<file path="config.mk">
export PLATFORM = sky130hd
export DESIGN_NAME = usb_device_event_interrupts
export DESIGN_NICKNAME = d
export VERILOG_FILES = /design/src/usb_evt_pkg.sv /design/src/usb_device_event_interrupts.sv
export SDC_FILE = /design/constraint.sdc
export NUM_CORES = 1
export LEC_CHECK = 0
export BUFFER_PORTS_ARGS = -buffer_cell sky130_fd_sc_hd__buf_2
export CAP_MARGIN = 10
export CORE_MARGIN = 4
export CORE_UTILIZATION = 40
export CTS_CLUSTER_DIAMETER = 80
export DETAILED_ROUTE_END_ITERATION = 10
export PLACE_DENSITY = 0.64
export SYNTH_ARGS = -nofsm -noshare
export SYNTH_HDL_FRONTEND = slang
export SYNTH_SLANG_ARGS = --single-unit
</file>
<file path="constraint.sdc">
create_clock -name hclk -period 4.3 [get_ports hclk]
set_input_delay 0.215 -clock hclk [delete_from_list [all_inputs] [get_ports hclk]]
set_output_delay 0.215 -clock hclk [all_outputs]
set_load 0.05 [all_outputs]
</file>
<file path="src/usb_evt_pkg.sv">
// constants and carrier types for the usb device event and interrupt block
// assumes a 10 MHz system clock and a 32-bit AHB-Lite register bus
package usb_evt_pkg;
  // register byte offsets
  localparam logic [7:0] OFS_PKT_READY = 8'h00;
  localparam logic [7:0] OFS_INT_ENABLE = 8'h04;
  localparam logic [7:0] OFS_INT_STATUS = 8'h08;
  localparam logic [7:0] OFS_DEV_STATE = 8'h0c;
  localparam logic [7:0] OFS_SYS_CTRL = 8'h10;
  localparam logic [7:0] OFS_POLARITY = 8'h14;
  // packet ready field layout
  localparam int RX_EPS = 3;
  localparam int TX_EPS = 4;
  localparam int TX_RDY_LSB = 4;
  localparam int RX_INT_BIT [RX_EPS] = '{3, 1, 2};
  localparam int TX_INT_BIT [TX_EPS] = '{4, 1, 2, 7};
  // interrupt and control bits
  localparam int INT_BUS_RESET = 5;
  localparam int INT_SUSPEND = 6;
  localparam int DEV_CLR_BUS_RESET = 5;
  localparam int DEV_SUSPENDED = 6;
  localparam int SYS_SOFT_RESET = 0;
  localparam int POL_HIGH_BIT = 0;
  localparam logic [3:0] OSC_STOP_CODE = 4'ha;
  // reset values
  localparam logic [7:0] PKT_READY_RESET = 8'h00;
  localparam logic [7:0] INT_ENABLE_RESET = 8'h01;
  localparam logic [7:0] INT_STATUS_RESET = 8'h00;
  localparam logic POLARITY_RESET = 1'b0;
  // timing
  localparam int CLK_PERIOD_NS = 100;
  localparam real BUS_RESET_US = 2.5;
  localparam int SUSPEND_MS = 3;
  localparam int BUS_RESET_CYC = int'($ceil(BUS_RESET_US * 1000.0 / CLK_PERIOD_NS));
  localparam int SUSPEND_CYC = SUSPEND_MS * 1000000 / CLK_PERIOD_NS;

  typedef struct packed
  {
    logic dp;
    logic dm;
  } line_t;

  typedef struct packed
  {
    logic valid;
    logic write;
    logic [7:0] addr;
  } ahb_req_t;
endpackage : usb_evt_pkg

</file>
<file path="src/usb_device_event_interrupts.sv">
// usb device event flags, interrupt status and request, bus reset and
// suspend detection, software reset and oscillator stop control
// assumes an AHB-Lite master on hclk, usb line pins from the bus side,
// and receive/transmit events from fifo logic on the same clock
//
// Overview of operation
// - good received packet sets its ready bit
// - enabled receive ready also sets status, raises request
// - mcu writes one, ready and status clear
// - end of packet marks received packet end
// - receive ready bits 0,1,2 map to 3,1,2
// - transmit fifo ready clears transmit ready bit
// - enabled transmit ready clear sets status bit
// - mcu writes one, ready set, status cleared
// - ready set early sends a short packet
// - transmit bits 4..7 map to 4,1,2,7
// - se0 held 2.5 us means bus reset
// - enabled bus reset sets status bit 5
// - device state bit 5 write clears status
// - idle bus for 3 ms means suspend
// - enabled suspend sets status bit 6
// - resume or bus reset clears suspend status
// - reset pin low resets whole block
// - system control bit 0 does same reset, except the line syncs and the bus side
// - either reset restarts a stopped oscillator
// - disabled status bits read as zero
// - after reset only setup interrupt enabled
// - polarity bit picks request level, low default
`timescale 1ns/1ps
module usb_device_event_interrupts
  import usb_evt_pkg::*;
#(
  parameter int SUSPEND_CYCLES = SUSPEND_CYC
)
(
  input wire logic hclk,
  input wire logic hresetn,
  input wire logic ce,
  input wire logic hsel,
  input wire logic [31:0] haddr,
  input wire logic [1:0] htrans,
  input wire logic hwrite,
  input wire logic [2:0] hsize,
  input wire logic [31:0] hwdata,
  input wire logic hready,
  output logic [31:0] hrdata,
  output logic hreadyout,
  output logic hresp,
  input wire logic usb_dp,
  input wire logic usb_dm,
  input wire logic rx_eop,
  input wire logic [1:0] rx_ep,
  input wire logic rx_ok,
  input wire logic [3:0] tx_fifo_ready,
  output logic irq_out,
  output logic osc_stop,
  output logic suspended
);

  localparam int IW = $clog2(SUSPEND_CYCLES + 1);
  localparam int RW = $clog2(BUS_RESET_CYC + 1);

  if (SUSPEND_CYCLES <= BUS_RESET_CYC)
  begin : g_bad_suspend
    $error("suspend count must exceed bus reset count");
  end

  line_t sync1_reg, sync2_reg;
  logic [RW-1:0] se0_cnt_reg, se0_cnt_next;
  logic [IW-1:0] idle_cnt_reg, idle_cnt_next;
  logic suspend_reg, suspend_next;
  logic [7:0] pkt_reg, pkt_next;
  logic [7:0] en_reg, en_next;
  logic [7:0] stat_reg, stat_next;
  logic pol_reg, pol_next;
  logic osc_reg, osc_next;
  logic soft_rst_reg, soft_rst_next;
  logic irq_reg, irq_next;
  ahb_req_t req_reg, req_next;
  logic ready_reg, ready_next;
  logic [31:0] rdata_reg;
  logic [7:0] int_set, int_clr;
  logic [RX_EPS-1:0] rx_set, rx_clr;
  logic [TX_EPS-1:0] tx_drop, tx_setw;

  // line state decode, only from the second sync stage
  wire line_se0 = !sync2_reg.dp && !sync2_reg.dm;
  wire line_j = sync2_reg.dp && !sync2_reg.dm;
  wire line_k = !sync2_reg.dp && sync2_reg.dm;

  wire bus_reset_hit = line_se0 && (se0_cnt_reg == RW'(BUS_RESET_CYC - 1));
  wire suspend_hit = line_j && (idle_cnt_reg == IW'(SUSPEND_CYCLES - 1));
  wire resume_hit = suspend_reg && line_k;

  // bus decode
  wire ahb_take = hsel && htrans[1] && hready;
  wire wr_now = req_reg.valid && req_reg.write;
  wire rd_now = req_reg.valid && !req_reg.write;
  wire wr_pkt = wr_now && (req_reg.addr == OFS_PKT_READY);
  wire wr_en = wr_now && (req_reg.addr == OFS_INT_ENABLE);
  wire wr_dev = wr_now && (req_reg.addr == OFS_DEV_STATE);
  wire wr_sys = wr_now && (req_reg.addr == OFS_SYS_CTRL);
  wire wr_pol = wr_now && (req_reg.addr == OFS_POLARITY);
  wire [7:0] wbyte = hwdata[7:0];
  wire [7:0] stat_vis = stat_reg & en_reg;
  wire [7:0] dev_vis = 8'(suspend_reg) << DEV_SUSPENDED |
                       8'(stat_vis[INT_BUS_RESET]) << DEV_CLR_BUS_RESET;
  wire [7:0] sys_vis = {osc_reg ? OSC_STOP_CODE : 4'h0, 4'h0};
  wire [7:0] rd_byte =
    (req_reg.addr == OFS_PKT_READY) ? pkt_reg :
    (req_reg.addr == OFS_INT_ENABLE) ? en_reg :
    (req_reg.addr == OFS_INT_STATUS) ? stat_vis :
    (req_reg.addr == OFS_DEV_STATE) ? dev_vis :
    (req_reg.addr == OFS_SYS_CTRL) ? sys_vis :
    (req_reg.addr == OFS_POLARITY) ? {7'h00, pol_reg} : 8'h00;

  // only word accesses are expected; hsize is not checked and haddr[7:0] must equal an offset exactly
  assign req_next = ahb_take ? ahb_req_t'{valid: 1'b1, write: hwrite, addr: haddr[7:0]}
                             : ahb_req_t'{valid: 1'b0, write: 1'b0, addr: 8'h00};
  // reads take one wait state so a write just before is always seen
  assign ready_next = !(ahb_take && !hwrite);

  // counters run only while the line stays in one state
  assign se0_cnt_next = !line_se0 ? '0 :
                        (se0_cnt_reg == RW'(BUS_RESET_CYC)) ? se0_cnt_reg : se0_cnt_reg + 1'b1;
  assign idle_cnt_next = !line_j ? '0 :
                         (idle_cnt_reg == IW'(SUSPEND_CYCLES)) ? idle_cnt_reg
                                                               : idle_cnt_reg + 1'b1;
  assign suspend_next = (suspend_reg || suspend_hit) && !(resume_hit || bus_reset_hit);

  // rx_eop is the end of every received packet, full size or short
  genvar g;
  for (g = 0; g < RX_EPS; g++)
  begin : g_rx
    assign rx_set[g] = rx_eop && rx_ok && (rx_ep == 2'(g));
    assign rx_clr[g] = wr_pkt && wbyte[g];
    assign pkt_next[g] = rx_set[g] || (pkt_reg[g] && !rx_clr[g]);
  end
  assign pkt_next[RX_EPS] = 1'b0;
  for (g = 0; g < TX_EPS; g++)
  begin : g_tx
    assign tx_drop[g] = tx_fifo_ready[g] && pkt_reg[TX_RDY_LSB + g];
    // the fifo sends whatever it holds once this bit is set, short or not
    assign tx_setw[g] = wr_pkt && wbyte[TX_RDY_LSB + g];
    // a fifo event in the same cycle as the write wins
    assign pkt_next[TX_RDY_LSB + g] = !tx_drop[g] &&
                                      (pkt_reg[TX_RDY_LSB + g] || tx_setw[g]);
  end

  always_comb
  begin
    int_set = '0;
    int_clr = '0;
    for (int i = 0; i < RX_EPS; i++)
    begin
      int_set[RX_INT_BIT[i]] = int_set[RX_INT_BIT[i]] | rx_set[i];
      int_clr[RX_INT_BIT[i]] = int_clr[RX_INT_BIT[i]] | rx_clr[i];
    end
    for (int i = 0; i < TX_EPS; i++)
    begin
      int_set[TX_INT_BIT[i]] = int_set[TX_INT_BIT[i]] | tx_drop[i];
      int_clr[TX_INT_BIT[i]] = int_clr[TX_INT_BIT[i]] | tx_setw[i];
    end
    int_set[INT_BUS_RESET] = bus_reset_hit;
    int_clr[INT_BUS_RESET] = wr_dev && wbyte[DEV_CLR_BUS_RESET];
    int_set[INT_SUSPEND] = suspend_hit;
    int_clr[INT_SUSPEND] = resume_hit || bus_reset_hit;
  end

  // set wins over clear; status only latches while enabled
  assign stat_next = (int_set & en_reg) | (stat_reg & ~int_clr);
  assign en_next = wr_en ? wbyte : en_reg;
  assign pol_next = wr_pol ? wbyte[POL_HIGH_BIT] : pol_reg;
  assign osc_next = osc_reg || (wr_sys && (wbyte[7:4] == OSC_STOP_CODE));
  assign soft_rst_next = wr_sys && wbyte[SYS_SOFT_RESET];
  // request built from next values so it moves in the same cycle as status
  assign irq_next = pol_next ? |(stat_next & en_next) : !(|(stat_next & en_next));

  always_ff @(posedge hclk or negedge hresetn)
  begin
    if (!hresetn)
    begin
      sync1_reg <= '0;
      sync2_reg <= '0;
      req_reg <= '0;
      ready_reg <= 1'b1;
      rdata_reg <= '0;
    end
    else if (ce)
    begin
      sync1_reg <= '{dp: usb_dp, dm: usb_dm};
      sync2_reg <= sync1_reg;
      req_reg <= req_next;
      ready_reg <= ready_next;
      if (rd_now)
      begin
        rdata_reg <= {24'h000000, rd_byte};
      end
    end
  end

  // the software reset clears the same state as the pin except the line syncs; the bus side is
  // left alone so the write that asked for it completes cleanly
  always_ff @(posedge hclk or negedge hresetn)
  begin
    if (!hresetn)
    begin
      se0_cnt_reg <= '0;
      idle_cnt_reg <= '0;
      suspend_reg <= 1'b0;
      pkt_reg <= PKT_READY_RESET;
      en_reg <= INT_ENABLE_RESET;
      stat_reg <= INT_STATUS_RESET;
      pol_reg <= POLARITY_RESET;
      osc_reg <= 1'b0;
      soft_rst_reg <= 1'b0;
      irq_reg <= 1'b1;
    end
    else if (ce && soft_rst_reg)
    begin
      se0_cnt_reg <= '0;
      idle_cnt_reg <= '0;
      suspend_reg <= 1'b0;
      pkt_reg <= PKT_READY_RESET;
      en_reg <= INT_ENABLE_RESET;
      stat_reg <= INT_STATUS_RESET;
      pol_reg <= POLARITY_RESET;
      osc_reg <= 1'b0;
      soft_rst_reg <= 1'b0;
      irq_reg <= 1'b1;
    end
    else if (ce)
    begin
      se0_cnt_reg <= se0_cnt_next;
      idle_cnt_reg <= idle_cnt_next;
      suspend_reg <= suspend_next;
      pkt_reg <= pkt_next;
      en_reg <= en_next;
      stat_reg <= stat_next;
      pol_reg <= pol_next;
      osc_reg <= osc_next;
      soft_rst_reg <= soft_rst_next;
      irq_reg <= irq_next;
    end
  end

  assign hrdata = rdata_reg;
  assign hreadyout = ready_reg;
  assign hresp = 1'b0;
  assign irq_out = irq_reg;
  // the clock source must not be stopped while suspended: resume goes unseen; osc_stop follows osc_reg whether suspended or not
  assign osc_stop = osc_reg;
  assign suspended = suspend_reg;

  wire live = ce && !soft_rst_reg;
endmodule : usb_device_event_interrupts

</file>
# Yosys cells after proc, flatten, opt, wreduce, memory -nomap -nowiden
# Cells that the tools add are included.
# totals
ff_bits	72
input_bits	85
output_inout_bits	37
word_cells	155
# op_classes
n_addsub	2
eq_ne	14
n_mux	35
bitwise	11
n_reduce_logical	74
# op_table
cell	n
$mux 8	12
$mux 15	4
$logic_and 1x1->1	43
$and 8x8->8	4
$eq 15x15->1 const B	2
$mux 5	4
$eq 8x4->1 const B	2
$eq 8x5->1 const B	2
$add 15x1->15 const B	1
$logic_not 1->1	14
$mux 1	13
$eq 5x5->1 const B	2
$logic_or 1x1->1	10
$mux 10	1
$eq 8x3->1 const B	1
$logic_not 8->1	1
$not 8->8	1
$or 8x8->8	1
$reduce_or 8->1	1
$or 7x6->7	1
$ne 3x2->1 const B	2
$reduce_and 2->1	3
$add 5x1->5 const B	1
$eq 4x4->1 const B	1
6 further kinds	9

# Longest topological paths before layout
# depth
depth_word	13
depth_mapped	9

# Least setup slack after synthesis
# No wires, ideal clock.
# synth_timing
path_kind	register to register
start	reg req_reg[2] in the netlist's numbering
end	reg irq_reg (netlist: irq_out)
arrival_time_ns	2.164
t_required_ns	4.221
slack_ns	2.057
stages_incl_launch_ff	10
n_path_buf	2
period_less_slack_ns	2.243
cell_sequence	dfrtp_1 > buf_6 > or4_4 > buf_6 > o41a_1 > o21ai_1 > nand4_1 > a211o_1 > mux2i_1 > nor3_1
# synth_between
elab_chain_len	13
# synth_rtl
item	line	source
start: declaration	usb_device_event_interrupts.sv:79	ahb_req_t req_reg, req_next;
start signal: assignment	usb_device_event_interrupts.sv:193	req_reg <= req_next;
$logic_not 8->1	usb_device_event_interrupts.sv:99	wire wr_pkt = wr_now && (req_reg.addr == OFS_PKT_READY);
$logic_and 1x1->1	usb_device_event_interrupts.sv:99	
$logic_and 1x1->1, on equally long branches	usb_device_event_interrupts.sv:136, usb_device_event_interrupts.sv:144	
$or 1x1->1	usb_device_event_interrupts.sv:162	int_clr[TX_INT_BIT[i]] = int_clr[TX_INT_BIT[i]] | tx_setw[i];
$not 8->8	usb_device_event_interrupts.sv:171	assign stat_next = (int_set & en_reg) | (stat_reg & ~int_clr);
$and 8x8->8	usb_device_event_interrupts.sv:171	
$or 8x8->8	usb_device_event_interrupts.sv:171	
$and 8x8->8	usb_device_event_interrupts.sv:177	assign irq_next = pol_next ? |(stat_next & en_next) : !(|(stat_next & en_next));
$reduce_or 8->1	usb_device_event_interrupts.sv:177	
$logic_not 1->1	usb_device_event_interrupts.sv:177	
$mux 1 *	usb_device_event_interrupts.sv:177	
$mux 1 *	usb_device_event_interrupts.sv:232	else if (ce)
$mux 1 *	usb_device_event_interrupts.sv:219	else if (ce && soft_rst_reg)
end signal: assignment	usb_device_event_interrupts.sv:243	irq_reg <= irq_next;
end: declaration	usb_device_event_interrupts.sv:78	logic irq_reg, irq_next;
# Mark *: on every way between the ends. The rest lies on a longest branch, timed or not. The select of a mux whose other input is x is not followed.
# A chain may end at the register's enable or synchronous reset.

# Worst setup path in the final report
# layout_timing
start	reg req_reg[4] in the netlist's numbering
end	reg pkt_reg[4]
# layout_between
elab_chain_len	7
# layout_rtl
item	line	source
$logic_not 8->1	usb_device_event_interrupts.sv:99	
$logic_and 1x1->1	usb_device_event_interrupts.sv:99	
$logic_and 1x1->1	usb_device_event_interrupts.sv:144	assign tx_setw[g] = wr_pkt && wbyte[TX_RDY_LSB + g];
$logic_or 1x1->1	usb_device_event_interrupts.sv:147	(pkt_reg[TX_RDY_LSB + g] || tx_setw[g]);
$logic_and 1x1->1	usb_device_event_interrupts.sv:146	assign pkt_next[TX_RDY_LSB + g] = !tx_drop[g] &&
$mux 8	usb_device_event_interrupts.sv:232	
$mux 8	usb_device_event_interrupts.sv:219	
end signal: assignment	usb_device_event_interrupts.sv:237	pkt_reg <= pkt_next;
end: declaration	usb_device_event_interrupts.sv:72	logic [7:0] pkt_reg, pkt_next;
# Every way passes these cells. The select of a mux whose other input is x is not followed.

==> impl_metrics.tcl <==
set metrics [dict create \
    outcome "finished clean" \
    pin_count 122 \
    whs_path_depth 3 \
    cts_buffers 9 \
    grt_pass1_wl_um 17100 \
    hold_viol_final 0 \
    peakVddDrop_mv 0.193 \
    core_area_mm2 0.00982 \
    fp.dieH_um 109 \
    path_buf_inv 0 \
    finalPower_w 0.00179 \
    fin_tns_setup_ns 0 \
    crit_type "register to register" \
    synth_area_leaders "dfrtp_1, buf_4, nand2_1, o21ai_0, o2bb2ai_1" \
    drive_above_1_share_pct 17.2 \
    end_kind "register" \
    cts_tree "done" \
    syn2layout_area_growth_pct 10.6 \
    ys_seq_elements 70 \
    hold_ws_ns 0.0735 \
    die-width_um 109 \
    ys_types 66 \
    path_depth 5 \
    synth_top_area_share_pct 41.5 \
    synth-edff-count 0 \
    place_ws_ns 1.68 \
    htreeDepth 3 \
    drc_errors 0 \
    worst_slew_pin_slew_ns 1.03 \
    r2r_end "pkt_reg[4]$_DFFE_PN0P_" \
    drt_iter0_drc 237 \
    die_area_mm2 0.0118 \
    drv_slew 0 \
    max_stage_delay_ns 0.87 \
    relSlewSlack_pct 30.6 \
    dp_hpwl_um 7200 \
    hp-class "input port to register" \
    root_buffer "clkbuf_8" \
    required_ns 4.57 \
    via_per_inst 5.67 \
    final_util_pct 45.6 \
    clock-sinks 70 \
    synthArstFlopShare_pct 100 \
    cts_max_path_buffers 2 \
    largest_reg_flops 15 \
    path_clk_slew_ns 0.08 \
    synth_area_per_cell_um2 9.34 \
    synth_seq_area_share_pct 43.4 \
    synth_top_cell_by_area "dfrtp_1" \
    ctsHoldBuffers 0 \
    netlist_area_mm2 0.00404 \
    dr.pass1.iters 5 \
    synth_ff_type "dfrtp_1" \
    grt_max_degree 71 \
    r2r_setup_slack_ns 1.65 \
    antenna_found_initial 0 \
    worstSkewPairLatency_ns 0.35 \
    nets 562 \
    skew_ns 0.00734 \
    critPathArrivalTime_ns 2.92 \
    placementRows 36 \
    fmax_ghz 0.377 \
    finalWorstSetupSlack_ns 1.65 \
    cp_slowest_cell "nor4_1" \
    reg2reg_from "req_reg[4]$_DFFE_PN0P_" \
    reg2reg_depth 5 \
    grtUsageTotal_pct 18.3 \
    worstHoldStart "hwrite" \
    cts-resized-gates 0 \
    p_per_area_mw_per_mm2 400 \
    grt_pass1_vias 3414 \
    gp_congestion 0.898 \
    crit_chain "or4_1, nor4_1, nand2_1, mux2_2, o2bb2ai_1" \
    worstHoldEndpoint "hreadyout$_DFFE_PN1P_" \
    fin_crit_sh_pct 61.6 \
    drtAntennaViolNets 0 \
    postCtsSetupBuffers 0 \
    portBuffers 44 \
    grt_setup_unrepaired "no" \
    n_antenna_cell 0 \
    wl_per_cell_um 16.8 \
    finalSetupViolations 0 \
    crit_path_max_fanout 7 \
    route.vias.total 3458 \
    worstSetupStartpointType "register" \
    crit_start "req_reg[4]$_DFFE_PN0P_" \
    grt.overflow.total 0 \
    cap_viol_max_count 0 \
    leakagePower_nw 2.05 \
    initial_utilization_pct 41.2 \
    drt-total-wl_um 10300 \
    path_delay_family "simple AND/OR/NAND/NOR gates" \
    fin_crit_ns 2.65 \
    ys_warn_count 0 \
    syn_inst 433 \
]
worst min-delay path: stages:
cell	delay, ns
buf_2	0.11
inv_1	0.04
a21oi_1	0.05
per-layer routing:
metal	global-route usage, %	vias to the layer above	wire (µm)
li1	-	1641	-
met1	24.5	1673	4560
met2	29.0	121	4790
met3	4.06	23	657
met4	6.67	0	256
met5	0	-	0
cells in the final DEF (no fill, tap or decap), types with 3 or more instances in the layout:
master     instances
a22o_1             8
nor2_1            29
dfstp_2            3
nand3b_1           3
buf_2             44
bufinv_16          3
clkinv_2           3
clkbuf_8           9
a21o_1             5
nor3_1             9
buf_4              3
nand2b_1           3
o31ai_1            7
o22ai_1            9
xor2_1             4
ha_1               5
o2bb2ai_1         15
nand3_1           10
mux2i_1            3
nand2_1           41
dfrtp_1           67
nor4b_1            4
mux2_2             9
and3_1             8
a31oi_1            6
or3_1              3
o21ai_0           30
inv_1             20
conb_1            25
nand4_1            9
a21oi_1           25
a32oi_1            3
a22oi_1           11
worst max path at each step:
stage,end,slack [ns]
floorplan,irq_out$_DFFE_PN1P_,2.06
global placement,pkt_reg[5]$_DFFE_PN0P_,1.75
detailed placement,pkt_reg[4]$_DFFE_PN0P_,1.68
CTS,pkt_reg[4]$_DFFE_PN0P_,1.65
global route,idle_cnt_reg[2]$_DFFE_PN0P_,1.50
finish,pkt_reg[4]$_DFFE_PN0P_,1.65
kinds of logic (layout without fill, tap and decap cells):
kind of cell | after synthesis | in the layout | synth area share, %
compound gates | 140 | 140 | 23.6
xor+xnor | 5 | 5 | 1.08
fa+ha+maj | 5 | 5 | 1.55
buf+inv | 63 | 83 | 9.44
flops | 70 | 70 | 43.4
mux | 12 | 12 | 3.25
other cells | 1 | 25 | 0.0927
simple gates | 137 | 137 | 17.6
synthesized netlist by cell type (5+ instances only):
cell	count
nand3_1	10
o22ai_1	9
a21o_1	5
a31oi_1	6
and3_1	8
clkbuf_1	11
o31ai_1	7
o21ai_0	30
a22oi_1	11
o2bb2ai_1	15
dfrtp_1	67
buf_4	25
ha_1	5
nor3_1	9
nor2_1	29
inv_1	20
a21oi_1	25
nand4_1	9
nand2_1	41
a22o_1	8
mux2_2	9
per-stage QoR:
step,cell area [µm²],instances
global route,4470,610
global placement,4240,594
CTS,4470,610
finish,4470,610
floorplan,4130,457
detailed placement,4240,594
where the power goes:
part	internal (W)	leakage, nW	switching [W]
sequential	0.000713	0.874	0.0000532
combinational	0.000105	1.05	0.000280
clock	0.000382	0.119	0.000256
total	0.00120	2.05	0.000589
area by class of cell:
| cell class | instances | area [µm²] |
|---|---|---|
| clock buffer | 9 | 124 |
| fill | 978 | 5350 |
| tap | 133 | 166 |
| timing repair buffer | 47 | 243 |
| inverter | 20 | 75.1 |
| multi-input combinational | 324 | 2000 |
| sequential | 70 | 1760 |
| clock inverter | 7 | 113 |
Note: power is estimated with default switching activity, not from simulation.
